[src/logic/sfxr_cfg.svh]
// Register map, field positions, reset values and flash opcodes
`ifndef SFXR_CFG_SVH
`define SFXR_CFG_SVH
// Register byte offsets
`define SFXR_OFF_EXT_READ_COMMAND      8'h00
`define SFXR_OFF_EXT_READ_OPTION_BYTES 8'h04
`define SFXR_OFF_EXT_READ_PHASE_ENABLE 8'h08
`define SFXR_OFF_EXT_READ_DUMMY_CONFIG 8'h0c
`define SFXR_OFF_SERIAL_BIT_RATE       8'h10
`define SFXR_OFF_MODE_CONTROL          8'h14
`define SFXR_OFF_SEQ_START             8'h18
`define SFXR_OFF_ERASE_ADDR            8'h1c
`define SFXR_OFF_ENGINE_STATUS         8'h20
// Field positions
`define SFXR_F_OPCODE                  23:16
`define SFXR_F_SECOND_OPCODE           7:0
`define SFXR_F_DUMMY_LANE_WIDTH        17:16
`define SFXR_F_DUMMY_COUNT             2:0
`define SFXR_F_RATE_VALUE              15:8
`define SFXR_F_RATE_DIVIDER            1:0
`define SFXR_F_SEQ_CODE                1:0
`define SFXR_F_ERASE_ADDR              23:0
`define SFXR_WIP_BIT                   0
// Writable bit masks; reserved bits read as zero
`define SFXR_MSK_COMMAND               32'h00ff00ff
`define SFXR_MSK_PHASE_ENABLE          32'hf333dff0
`define SFXR_MSK_DUMMY_CONFIG          32'h00030007
`define SFXR_MSK_BIT_RATE              32'h0000ff03
// Reset values: quad I/O read profile
`define SFXR_RST_COMMAND               32'h00eb0000
`define SFXR_RST_PHASE_ENABLE          32'h0222c780
`define SFXR_RST_DUMMY_CONFIG          32'h00000005
`define SFXR_RST_BIT_RATE              32'h00000100
// Sequence codes
`define SFXR_SEQ_SETUP                 2'h1
`define SFXR_SEQ_ERASE                 2'h2
`define SFXR_SEQ_POLL                  2'h3
// Flash opcodes and setup values
`define SFXR_OP_WRITE_ENABLE           8'h06
`define SFXR_OP_WRITE_STATUS           8'h01
`define SFXR_OP_READ_STATUS            8'h05
`define SFXR_OP_SECTOR_ERASE           8'h20
`define SFXR_SR_SETUP                  8'h40
`define SFXR_CR_SETUP                  8'h80
`endif

[src/logic/sfxr_pkg.sv]
// Types of the flash read engine
package sfxr_pkg;
   typedef enum logic [2:0] {
      PH_IDLE, PH_CMD, PH_SECOND_OPCODE, PH_ADDR, PH_OPT, PH_DUMMY, PH_DATA
   } sfxr_phase_type;
   typedef enum logic [2:0] {
      SQ_IDLE, SQ_WR_ENABLE, SQ_WR_STATUS, SQ_ERASE, SQ_POLL
   } sfxr_seq_type;
   typedef struct packed {
      logic [1:0] opcode_lane_width;
      logic [1:0] second_opcode_lane_width;
      logic [1:0] rsv0;
      logic [1:0] addr_lane_width;
      logic [1:0] rsv1;
      logic [1:0] option_lane_width;
      logic [1:0] rsv2;
      logic [1:0] read_lane_width;
      logic       dummy_phase_on;
      logic       opcode_phase_on;
      logic       rsv3;
      logic       second_opcode_on;
      logic [3:0] addr_byte_select;
      logic [3:0] option_byte_select;
      logic [3:0] rsv4;
   } sfxr_ena_type;
   typedef struct packed {
      logic [31:0]    ext_read_command;
      logic [31:0]    ext_read_option_bytes;
      sfxr_ena_type   ext_read_phase_enable;
      logic [31:0]    ext_read_dummy_config;
      logic [31:0]    serial_bit_rate;
      logic           direct;
      logic [23:0]    erase_addr;
      sfxr_seq_type   sq;
      sfxr_seq_type   after;
      logic           go;
      logic           ext;
      logic [31:0]    maddr;
      sfxr_phase_type phase;
      logic [31:0]    sr;
      logic [5:0]     cnt;
      logic [13:0]    div;
      logic           sck;
      logic           cs_n;
      logic [3:0]     io_out;
      logic [3:0]     io_oe;
      logic [3:0]     sync1;
      logic [3:0]     sync2;
      logic [31:0]    rdata;
      logic [31:0]    mem_rdata;
      logic           mem_valid;
      logic           ready;
      logic [7:0]     flash_sr;
   } sfxr_state_type;
endpackage

[src/logic/sfxr_top.sv]
// SPI flash memory-mapped read engine with flash management sequencer
//
// The placing of the registers and the address-and-strobe port were left to the implementer.
`timescale 1ns/1ps
`include "sfxr_cfg.svh"

// Overview of operation
// - Mapped window reads become flash read transactions
// - Command phase sends the opcode field
// - Opcode lane width 00 uses one line
// - Address lane width 10 uses four lines
// - Option lane width 10 uses four lines
// - Read lane width 10 samples four lines
// - Dummy enable inserts dummy phase before data
// - Command enable emits the command phase
// - Second opcode omitted when its enable clear
// - Address byte select 0111 sends 24 bits
// - Option select 1000 sends top byte only
// - Dummy lane width 00 means single-line cycles
// - Dummy count 101 gives six cycles
// - Rate 01, divider 00 halves the clock
// - Flash register writes only in direct mode
// - Write enable precedes every status write
// - Setup sets quad bit 6 and config bit 7
// - Wait for ready after erase
// - Busy end found by repeated status reads
// - Setup clears all four protection bits
// - Sector erase then ready wait
module sfxr_top import sfxr_pkg::*; (
   input  wire logic        i_sys_clk,    // System clock, 200 MHz
   input  wire logic        i_sys_rst,    // Async reset, active high
   input  wire logic [7:0]  i_reg_addr,   // Register byte address
   input  wire logic [31:0] i_reg_wdata,  // Register write data
   input  wire logic        i_reg_wr,     // Register write strobe
   input  wire logic        i_reg_rd,     // Register read strobe
   output logic      [31:0] o_reg_rdata,  // Read data, cycle after strobe
   input  wire logic        i_mem_rd,     // Mapped window read request
   input  wire logic [31:0] i_mem_addr,   // Mapped window byte address
   output logic             o_mem_ready,  // A request would be taken
   output logic      [31:0] o_mem_rdata,  // Word read from flash
   output logic             o_mem_valid,  // Word valid pulse
   output logic             o_spi_sclk,   // Serial clock
   output logic             o_spi_cs_n,   // Chip select, active low
   output logic      [3:0]  o_spi_io_out, // Data lanes out
   output logic      [3:0]  o_spi_io_oe,  // Data lane drive enables
   input  wire logic [3:0]  i_spi_io_in   // Data lanes in
);

   sfxr_state_type st_ff;
   sfxr_state_type nxt_st;
   sfxr_ena_type   en_r;
   logic [7:0]     opc_seq;
   logic           x;
   logic           d_addr;
   logic           d_read;
   logic           d_wr;
   logic           go_mem;
   logic           start;
   logic           fall;
   logic           rd_ph;
   logic           drive;
   logic [2:0]     cur;
   logic [2:0]     np;
   logic [6:0]     en;
   logic [1:0]     lw [7];
   logic [2:0]     nb [7];
   logic [31:0]    ld [7];
   logic [31:0]    m;
   logic [31:0]    sh;
   logic [3:0]     inb;
   logic [1:0]     wn;
   logic [7:0]     rv;
   logic [13:0]    half;

   function automatic logic [2:0] pc4(input logic [3:0] v);
      pc4 = 3'(v[0]) + 3'(v[1]) + 3'(v[2]) + 3'(v[3]);
   endfunction

   function automatic logic [1:0] lsh(input logic [1:0] w);
      lsh = w[1] ? 2'd2 : (w[0] ? 2'd1 : 2'd0);
   endfunction

   // ----------------------------------------------------------------
   // Next state
   // ----------------------------------------------------------------
   always_comb begin
      nxt_st = st_ff;
      nxt_st.mem_valid = 1'b0;
      nxt_st.sync1 = i_spi_io_in;
      nxt_st.sync2 = st_ff.sync1;
      en_r = st_ff.ext_read_phase_enable;

      // Register writes
      if (i_reg_wr) begin
         case (i_reg_addr)
            `SFXR_OFF_EXT_READ_COMMAND:
               nxt_st.ext_read_command = i_reg_wdata & `SFXR_MSK_COMMAND;
            `SFXR_OFF_EXT_READ_OPTION_BYTES:
               nxt_st.ext_read_option_bytes = i_reg_wdata;
            `SFXR_OFF_EXT_READ_PHASE_ENABLE:
               nxt_st.ext_read_phase_enable = i_reg_wdata & `SFXR_MSK_PHASE_ENABLE;
            `SFXR_OFF_EXT_READ_DUMMY_CONFIG:
               nxt_st.ext_read_dummy_config = i_reg_wdata & `SFXR_MSK_DUMMY_CONFIG;
            `SFXR_OFF_SERIAL_BIT_RATE:
               nxt_st.serial_bit_rate = i_reg_wdata & `SFXR_MSK_BIT_RATE;
            `SFXR_OFF_MODE_CONTROL:
               nxt_st.direct = i_reg_wdata[0];
            `SFXR_OFF_ERASE_ADDR:
               nxt_st.erase_addr = i_reg_wdata[`SFXR_F_ERASE_ADDR];
            default: ;
         endcase
      end

      // Sequences start only from direct mode, engine idle
      if (i_reg_wr && i_reg_addr == `SFXR_OFF_SEQ_START && st_ff.direct
          && st_ff.sq == SQ_IDLE && i_reg_wdata[`SFXR_F_SEQ_CODE] != 2'h0) begin
         nxt_st.go = 1'b1;
         nxt_st.after = (i_reg_wdata[`SFXR_F_SEQ_CODE] == `SFXR_SEQ_ERASE) ?
                        SQ_ERASE : SQ_WR_STATUS;
         nxt_st.sq = (i_reg_wdata[`SFXR_F_SEQ_CODE] == `SFXR_SEQ_POLL) ?
                     SQ_POLL : SQ_WR_ENABLE;
      end

      // Register reads
      nxt_st.rdata = 32'h0;
      if (i_reg_rd) begin
         case (i_reg_addr)
            `SFXR_OFF_EXT_READ_COMMAND:      nxt_st.rdata = st_ff.ext_read_command;
            `SFXR_OFF_EXT_READ_OPTION_BYTES: nxt_st.rdata = st_ff.ext_read_option_bytes;
            `SFXR_OFF_EXT_READ_PHASE_ENABLE: nxt_st.rdata = st_ff.ext_read_phase_enable;
            `SFXR_OFF_EXT_READ_DUMMY_CONFIG: nxt_st.rdata = st_ff.ext_read_dummy_config;
            `SFXR_OFF_SERIAL_BIT_RATE:       nxt_st.rdata = st_ff.serial_bit_rate;
            `SFXR_OFF_MODE_CONTROL:          nxt_st.rdata = {31'h0, st_ff.direct};
            `SFXR_OFF_ERASE_ADDR:            nxt_st.rdata = {8'h0, st_ff.erase_addr};
            `SFXR_OFF_ENGINE_STATUS:
               nxt_st.rdata = {22'h0, st_ff.sq != SQ_IDLE, st_ff.phase != PH_IDLE,
                               st_ff.flash_sr};
            default:                         nxt_st.rdata = 32'h0;
         endcase
      end

      // Direct transaction shape follows the sequencer step
      d_addr = st_ff.sq == SQ_ERASE;
      d_read = st_ff.sq == SQ_POLL;
      d_wr   = st_ff.sq == SQ_WR_STATUS;
      opc_seq = d_addr ? `SFXR_OP_SECTOR_ERASE : d_read ? `SFXR_OP_READ_STATUS :
                d_wr ? `SFXR_OP_WRITE_STATUS : `SFXR_OP_WRITE_ENABLE;

      go_mem = i_mem_rd && st_ff.ready;
      start  = go_mem || (st_ff.go && st_ff.phase == PH_IDLE && st_ff.sq != SQ_IDLE);
      x      = start ? go_mem : st_ff.ext;
      m      = go_mem ? i_mem_addr : st_ff.maddr;
      cur    = start ? 3'd0 : 3'(st_ff.phase);

      // ----------------------------------------------------------------
      // Phase table: enable, lane width, bytes, load value
      // ----------------------------------------------------------------
      en[0] = 1'b0;
      en[1] = x ? en_r.opcode_phase_on : 1'b1;
      en[2] = x & en_r.second_opcode_on;
      en[3] = x ? (en_r.addr_byte_select != 4'h0) : d_addr;
      en[4] = x & (en_r.option_byte_select != 4'h0);
      en[5] = x & en_r.dummy_phase_on;
      en[6] = x | d_read | d_wr;
      lw[0] = 2'b00;
      lw[1] = x ? en_r.opcode_lane_width : 2'b00;
      lw[2] = en_r.second_opcode_lane_width;
      lw[3] = x ? en_r.addr_lane_width : 2'b00;
      lw[4] = en_r.option_lane_width;
      lw[5] = st_ff.ext_read_dummy_config[`SFXR_F_DUMMY_LANE_WIDTH];
      lw[6] = x ? en_r.read_lane_width : 2'b00;
      nb[0] = 3'd0;
      nb[1] = 3'd1;
      nb[2] = 3'd1;
      nb[3] = x ? pc4(en_r.addr_byte_select) : 3'd3;
      nb[4] = pc4(en_r.option_byte_select);
      nb[5] = 3'd0;
      nb[6] = x ? 3'd4 : (d_wr ? 3'd2 : 3'd1);
      ld[0] = 32'h0;
      ld[1] = {x ? st_ff.ext_read_command[`SFXR_F_OPCODE] : opc_seq, 24'h0};
      ld[2] = {st_ff.ext_read_command[`SFXR_F_SECOND_OPCODE], 24'h0};
      ld[3] = x ? (m << {3'd4 - nb[3], 3'b000}) : {st_ff.erase_addr, 8'h00};
      ld[4] = st_ff.ext_read_option_bytes;
      ld[5] = 32'h0;
      // Status byte with quad set and all protection clear, then config byte
      ld[6] = d_wr ? {`SFXR_SR_SETUP, `SFXR_CR_SETUP, 16'h0} : 32'h0;

      // Nearest enabled phase after the current one; 0 ends the transfer
      np = 3'd0;
      for (int k = 6; k >= 1; k--) begin
         if (en[k] && 3'(k) > cur) begin
            np = 3'(k);
         end
      end

      // ----------------------------------------------------------------
      // Serial clock and shifter
      // ----------------------------------------------------------------
      rv   = (st_ff.serial_bit_rate[`SFXR_F_RATE_VALUE] == 8'h0) ? 8'h1 :
             st_ff.serial_bit_rate[`SFXR_F_RATE_VALUE];
      half = 14'(rv) << {st_ff.serial_bit_rate[`SFXR_F_RATE_DIVIDER], 1'b0};
      rd_ph = cur == 3'd6 && (st_ff.ext || d_read);
      inb = lw[cur][1] ? st_ff.sync2 :
            (lw[cur][0] ? {2'b00, st_ff.sync2[1:0]} : {3'b000, st_ff.sync2[1]});
      sh = (st_ff.sr << (3'd1 << lsh(lw[cur]))) | {28'h0, inb & {4{rd_ph}}};
      fall = st_ff.phase != PH_IDLE && st_ff.div == 14'h0 && st_ff.sck;

      if (st_ff.phase != PH_IDLE) begin
         if (st_ff.div != 14'h0) begin
            nxt_st.div = st_ff.div - 14'd1;
         end else begin
            nxt_st.div = half - 14'd1;
            nxt_st.sck = ~st_ff.sck;
            // Falling edge moves out the next bits and takes in read bits
            if (st_ff.sck) begin
               nxt_st.sr  = sh;
               nxt_st.cnt = st_ff.cnt - 6'd1;
            end
         end
      end

      if (start) begin
         nxt_st.ext = go_mem;
         nxt_st.go  = 1'b0;
         if (go_mem) begin
            nxt_st.maddr = i_mem_addr;
         end
      end

      if (start || (fall && st_ff.cnt == 6'd1)) begin
         nxt_st.div = half - 14'd1;
         nxt_st.sck = 1'b0;
         if (np != 3'd0) begin
            nxt_st.phase = sfxr_phase_type'(np);
            nxt_st.cs_n  = 1'b0;
            nxt_st.sr    = ld[np];
            nxt_st.cnt   = (np == 3'd5) ?
                           6'(st_ff.ext_read_dummy_config[`SFXR_F_DUMMY_COUNT]) + 6'd1 :
                           6'({nb[np], 3'b000}) >> lsh(lw[np]);
         end else begin
            nxt_st.phase = PH_IDLE;
            nxt_st.cs_n  = 1'b1;
            if (st_ff.ext) begin
               // First byte received lands in bits 31:24
               nxt_st.mem_rdata = sh;
               nxt_st.mem_valid = 1'b1;
            end else begin
               unique case (st_ff.sq)
                  SQ_WR_ENABLE: begin
                     nxt_st.sq = st_ff.after;
                     nxt_st.go = 1'b1;
                  end
                  SQ_WR_STATUS, SQ_ERASE: begin
                     nxt_st.sq = SQ_POLL;
                     nxt_st.go = 1'b1;
                  end
                  SQ_POLL: begin
                     nxt_st.flash_sr = sh[7:0];
                     // Busy keeps polling; no limit, the flash must finish
                     nxt_st.sq = sh[`SFXR_WIP_BIT] ? SQ_POLL : SQ_IDLE;
                     nxt_st.go = sh[`SFXR_WIP_BIT];
                  end
                  SQ_IDLE: ;
               endcase
            end
         end
      end

      // ----------------------------------------------------------------
      // Pin drive, registered with the phase it belongs to
      // ----------------------------------------------------------------
      wn = lw[3'(nxt_st.phase)];
      drive = nxt_st.phase != PH_IDLE && nxt_st.phase != PH_DUMMY &&
              !(nxt_st.phase == PH_DATA && (x || d_read));
      nxt_st.io_oe = drive ? (wn[1] ? 4'hf : (wn[0] ? 4'h3 : 4'h1)) : 4'h0;
      nxt_st.io_out = wn[1] ? nxt_st.sr[31:28] :
                      (wn[0] ? {2'b00, nxt_st.sr[31:30]} : {3'b000, nxt_st.sr[31]});
      nxt_st.ready = !nxt_st.direct && nxt_st.phase == PH_IDLE &&
                     nxt_st.sq == SQ_IDLE && !nxt_st.go;
   end

   always_ff @(posedge i_sys_clk or posedge i_sys_rst) begin
      if (i_sys_rst) begin
         st_ff <= '{ext_read_command: `SFXR_RST_COMMAND,
                    ext_read_phase_enable: sfxr_ena_type'(`SFXR_RST_PHASE_ENABLE),
                    ext_read_dummy_config: `SFXR_RST_DUMMY_CONFIG,
                    serial_bit_rate: `SFXR_RST_BIT_RATE,
                    sq: SQ_IDLE, after: SQ_IDLE, phase: PH_IDLE,
                    cs_n: 1'b1, ready: 1'b1, default: '0};
      end else begin
         st_ff <= nxt_st;
      end
   end

   assign o_reg_rdata  = st_ff.rdata;
   assign o_mem_ready  = st_ff.ready;
   assign o_mem_rdata  = st_ff.mem_rdata;
   assign o_mem_valid  = st_ff.mem_valid;
   assign o_spi_sclk   = st_ff.sck;
   assign o_spi_cs_n   = st_ff.cs_n;
   assign o_spi_io_out = st_ff.io_out;
   assign o_spi_io_oe  = st_ff.io_oe;
endmodule

[config.mk]
export PLATFORM = sky130hd
export DESIGN_NAME = sfxr_top
export DESIGN_NICKNAME = d
export VERILOG_FILES = /design/src/logic/sfxr_pkg.sv /design/src/logic/sfxr_top.sv
export VERILOG_INCLUDE_DIRS = /design/src /design/src/logic
export SDC_FILE = /design/constraint.sdc
export NUM_CORES = 1
export LEC_CHECK = 0
export ABC_AREA = 0
export BUFFER_PORTS_ARGS = -buffer_cell sky130_fd_sc_hd__buf_4
export CAP_MARGIN = 5
export CORE_MARGIN = 2
export CORE_UTILIZATION = 30
export CTS_CLUSTER_DIAMETER = 120
export DETAILED_ROUTE_END_ITERATION = 16
export SLEW_MARGIN = 20
export SYNTH_ARGS = -nofsm -noshare
export SYNTH_HDL_FRONTEND = slang
export SYNTH_SLANG_ARGS = --single-unit
[constraint.sdc]
create_clock -name i_sys_clk -period 13.5 [get_ports i_sys_clk]
set_input_delay 1.35 -clock i_sys_clk [delete_from_list [all_inputs] [get_ports i_sys_clk]]
set_output_delay 1.35 -clock i_sys_clk [all_outputs]
set_load 0.01 [all_outputs]
### Yosys cells after proc, flatten, opt, wreduce, memory -nomap -nowiden

Cells that the tools add are included.

| cells by class | value |
|---|---|
| add/sub/neg operators | 11 |
| shift operators | 5 |
| divide/modulo/power cells | 0 |
| multiplexer cells | 81 |
| equal/unequal tests | 20 |
| $lt $le $gt $ge | 9 |
| multipliers | 0 |
| reductions and logical operators | 57 |
| bitwise gates (word level) | 13 |

Operators by type and width:

| cell | count |
|---|---|
| one-hot mux 32 bit (8 select lines) | 1 |
| two-way mux 32 bit | 5 |
| two-way mux 38 bit | 3 |
| binary-select mux 32 bit (select 3 bit) | 1 |
| two-way mux 3 bit | 19 |
| two-way mux 57 bit | 1 |
| two-way mux 53 bit | 1 |
| two-way mux 34 bit | 1 |
| equality test 8 x 5 -> 1 bit (second input constant) | 4 |
| OR 32 x 4 -> 32 bit | 1 |
| left shift 32 x 3 -> 32 bit | 1 |
| left shift 32 x 6 -> 32 bit | 1 |
| two-way mux 31 bit | 1 |
| two-way mux 2 bit | 15 |
| subtractor 14 x 1 -> 14 bit (second input constant) | 2 |
| two-way mux 25 bit | 1 |
| two-way mux 24 bit | 1 |
| logical AND 1 bit | 23 |
| binary-select mux 2 bit (select 3 bit) | 3 |
| equality test 8 x 4 -> 1 bit (second input constant) | 2 |
| zero test 8 bit | 2 |
| two-way mux 4 bit | 4 |
| two-way mux 8 bit | 2 |
| two-way mux 1 bit | 15 |
| 46 further kinds | 86 |

| word-level totals | value |
|---|---|
| input bits | 81 |
| memories kept | 0 |
| memory bits (read-only) | 0 |
| bits in latches | 0 |
| memory bits (writable) | 0 |
| register bits after elaboration | 296 |

### Longest topological paths before layout

| depth | value |
|---|---|
| depth after elaboration | 31 |
| depth in mapped cells | 19 |
| mapped depth without buffers | 14 |

### Worst setup path before layout

OpenSTA, ideal clock, no wires.

| timing | value |
|---|---|
| path type | input-to-reg |
| from | in i_mem_rd |
| to | reg st_ff[135] in the netlist's numbering |
| setup slack | 8.792 ns |
| required time | 13.364 ns |
| path buffers | 6 |
| arrival | 4.572 ns |
| stages on the path | 17 |
| cells stage by stage | nand2_1 o211a_4 clkbuf_1 clkbuf_1 clkbuf_1 nor2_1 ha_1 clkbuf_1 buf_1 clkbuf_1 o21ai_0 o21ai_0 o22ai_1 a22oi_1 o22ai_1 nand2_1 o21ai_0 |

RTL lines:

| item | RTL line | RTL |
|---|---|---|
| start: declaration | sfxr_top.sv:37 | `input wire logic i_mem_rd,` |
| end signal: assignment | sfxr_top.sv:284 | `` st_ff <= '{ext_read_command: `SFXR_RST_COMMAND, `` |
| end signal: assignment | sfxr_top.sv:291 | `st_ff <= nxt_st;` |
| end: declaration | sfxr_top.sv:49 | `sfxr_state_type st_ff;` |

==> run summary <==
status -> finished clean
final antenna-violating net count -> 0
gr usage total -> 0.2165
pin count of the biggest net entering global routing -> 99
Final Non-Filler Cells -> 2394
post-route minimum period -> 5.905 ns
clk sinks -> 294
RSZ-0062 raised after global routing -> no
cell area after synthesis -> 16350 um^2
Syn Nets -> 1730
Initial DRT Pass Iterations -> 5
vias in the first global route -> 13260
Clock Latency Late Sink -> 0.55 ns
die height -> 237.4 um
post-detail-place hpwl -> 46830 um
worst slew pin tran -> 1.082 ns
P per Cell Area -> 110.8 nW/um^2
final wirelength -> 61370 um
CP max FO -> 37
# DRC -> 0
max_cap viols -> 0
Syn-to-layout area delta -> 15.12%
final setup violation count -> 0
worst hold path class -> flip-flop to flip-flop
top sig layer -> met5
commonest non-fill, non-tap cell in the layout -> dfrtp_1
Buf/Inv on CP -> 3
met2 WL post-DR -> 27700 um
sum of negative setup slack -> 0 ns
Initial DRC Count -> 1325
placed insts -> 2331
Clock Skew -> 0.01326 ns
Resized cells post-CTS -> 0
kind of critical path -> primary input to flip-flop
vias per cell -> 5.620
most frequent cells in the layout -> 274 x dfrtp_1, 212 x nand2_1, 179 x buf_4
clk root buf -> clkbuf_16
Primary FF master, synth -> dfrtp_1
total CTS buffers -> 35
CP arrival -> 6.35 ns
Worst Hold Depth -> 0
Setup crit start kind -> primary input
Post-CTS Hold Buffers -> 0
Synth area leader -> dfrtp_1
Fillers -> 5410
final slew viol count -> 0
Avg Cell Area, Syn -> 9.997 um^2
r2r worst-path depth -> 13
# nets final -> 1767
Leakage -> 0.008288 uW
crit path max-delay cell type -> ha_1
die area -> 56370 um^2
I/O Pins -> 157
core footprint -> 53810 um^2
number of flops mapped to enable cells by yosys -> 0
crit path capture type -> flip-flop
Fin. Hold Viols -> 0
CP top delay family -> compound AO/OA/AOI/OAI gates
gpl congestion -> 0.9474
crit-path max cell delay -> 1.11 ns
Peak VDD IR -> 0.05790 mV
Data required, critical path -> 13.95 ns
Initial Utilization -> 0.3037
Critical Path, Cell by Cell -> buf_4 -> nand2_1 -> o211a_4 -> inv_4 -> nand2b_1 -> inv_2 -> ha_1 -> mux4_2 -> a22oi_1 -> o21ai_0 -> a32oi_1 -> a211oi_1 -> nand3b_1 -> a31oi_1
Max Clk Rate -> 169.4 MHz
synth warn -> 0
Die X -> 237.4 um
CTS tree -> yes
row cnt -> 85
Synth Register Bits -> 294
largest cells by area after synthesis -> dfrtp_1 42%, mux2_2 11%, nand2_1 4.9%
setup bufs post-CTS -> 0
DR WL met3 -> 4339 um
CTS Buffer Depth -> 3
Worst-path clk slew -> 0.05 ns
Rel. slew slack -> 0.2786
post-synth top area share -> 0.4195
asr flop ratio synth -> 1.000
Post-Route M1 WL -> 27940 um
register area share after synthesis -> 0.4516
layout cell share with drive strength beyond 1 -> 0.2656
H-tree levels -> 2
cells after synthesis -> 1635
antenna violations before repair -> 2
Tcrit/Tclk final -> 0.4374
via count of the routed design -> 13450
Crit path depth -> 14
ant diodes -> 0
GR Overflow Total -> 0
first-pass GRT wire length -> 90790 um
distinct cell type count after synthesis -> 84
routed length per placed instance -> 25.64 um
Port Buf Inserts -> 156
## path summary, 6_finish.rpt
check / start / endpoint / slack [ns]
worst max register to register: o_mem_ready / o_spi_io_out[1] / 8.02
min in group asynchronous: i_sys_rst / o_reg_rdata[1] / 0.90
max in group asynchronous: i_sys_rst / en_r[29] / 10.29
worst min register to register: nxt_st[75] / st_ff[75] / 0.35
worst max-delay path: i_mem_rd / o_spi_io_out[0] / 7.60
worst min-delay path: nxt_st[75] / st_ff[75] / 0.35
## routing by layer
| metal | vias to the layer above | GRT usage |
|---|---|---|
| met5 | - | 0 |
| met3 | 73 | 0.03983 |
| met1 | 6872 | 0.3098 |
| met4 | 2 | 0.05394 |
| li1 | 5995 | - |
| met2 | 512 | 0.3376 |
## power breakdown
| part | internal, uW | switching, uW | total [uW] |
|---|---|---|---|
| Combinational | 73.3 | 114 | 188 |
| Clock | 575 | 389 | 963 |
| Sequential | 901 | 32.6 | 934 |
## cell usage after synthesis, types with 8 or more instances
| library cell | count |
|---|---|
| o22ai_1 | 13 |
| a221oi_1 | 13 |
| xor2_1 | 9 |
| a22o_1 | 8 |
| mux2i_1 | 66 |
| a32oi_1 | 11 |
| a222oi_1 | 20 |
| o21a_1 | 9 |
| nand2_1 | 213 |
| nor3_1 | 27 |
| and2_1 | 10 |
| mux4_2 | 8 |
| ha_1 | 12 |
| or3_1 | 15 |
| and3_1 | 12 |
| nor2b_1 | 11 |
| xnor2_1 | 13 |
| mux2_2 | 155 |
| buf_4 | 72 |
| dfstp_2 | 20 |
| nor2_1 | 85 |
| a211oi_1 | 13 |
| nor4_1 | 10 |
| a22oi_1 | 20 |
| buf_1 | 15 |
| clkbuf_1 | 83 |
| a32o_1 | 8 |
| o211ai_1 | 11 |
| nand3_1 | 27 |
| a21oi_1 | 88 |
| o21ai_0 | 91 |
| a31oi_1 | 28 |
| dfrtp_1 | 274 |
| inv_1 | 36 |
## sequential cells by signal, summed over array words and instances, names as in the netlist
signal and count:
en_r 21, ld 40, lw 2, nxt_st 4, o_mem_rdata 32, o_mem_ready 1, o_mem_valid 1, o_reg_rdata 32
o_spi_cs_n 1, o_spi_io_oe 3, o_spi_io_out 4, o_spi_sclk 1, st_ff 152
## cell type report
type | count | area (um^2) | share of cell area
inverters | 40 | 160.2 | 0.008511
flip-flops and latches | 294 | 7382 | 0.3923
clock buffers | 50 | 1035 | 0.05499
clock inverters | 13 | 131.4 | 0.006982
multi-input cells | 1122 | 7894 | 0.4195
well taps | 696 | 870.8 | 0.04628
repair buffers | 179 | 1344 | 0.07141
## stage by stage
step | area, um^2 | power [uW] | utilization | setup slack [ns] | hold slack, ns
5_1_grt | 18820 | 2160 | 0.3497 | 7.170 | 0.3607
4_1_cts | 18810 | 2105 | 0.3496 | 7.712 | 0.3490
6_report | 18820 | 2085 | 0.3497 | 7.595 | 0.3467
3_5_place_dp | 17650 | 1134 | 0.3279 | 7.138 | 0.3371
3_3_place_gp | 17650 | 1133 | 0.3279 | 7.184 | 0.3398
2_1_floorplan | 16350 | 1053 | - | 4.064 | 0.3312
## logic make-up after synthesis
family | count (synthesis) | share of synthesized area
XOR/XNOR | 22 | 0.01179
adder cells (fa/ha/maj) | 14 | 0.01163
buffers and inverters | 219 | 0.06805
flip-flops | 294 | 0.4516
AO/OA/AOI/OAI | 403 | 0.1699
multiplexers | 230 | 0.1591
AND/OR/NAND/NOR | 453 | 0.1279
Power figures use the tool's default switching activity.
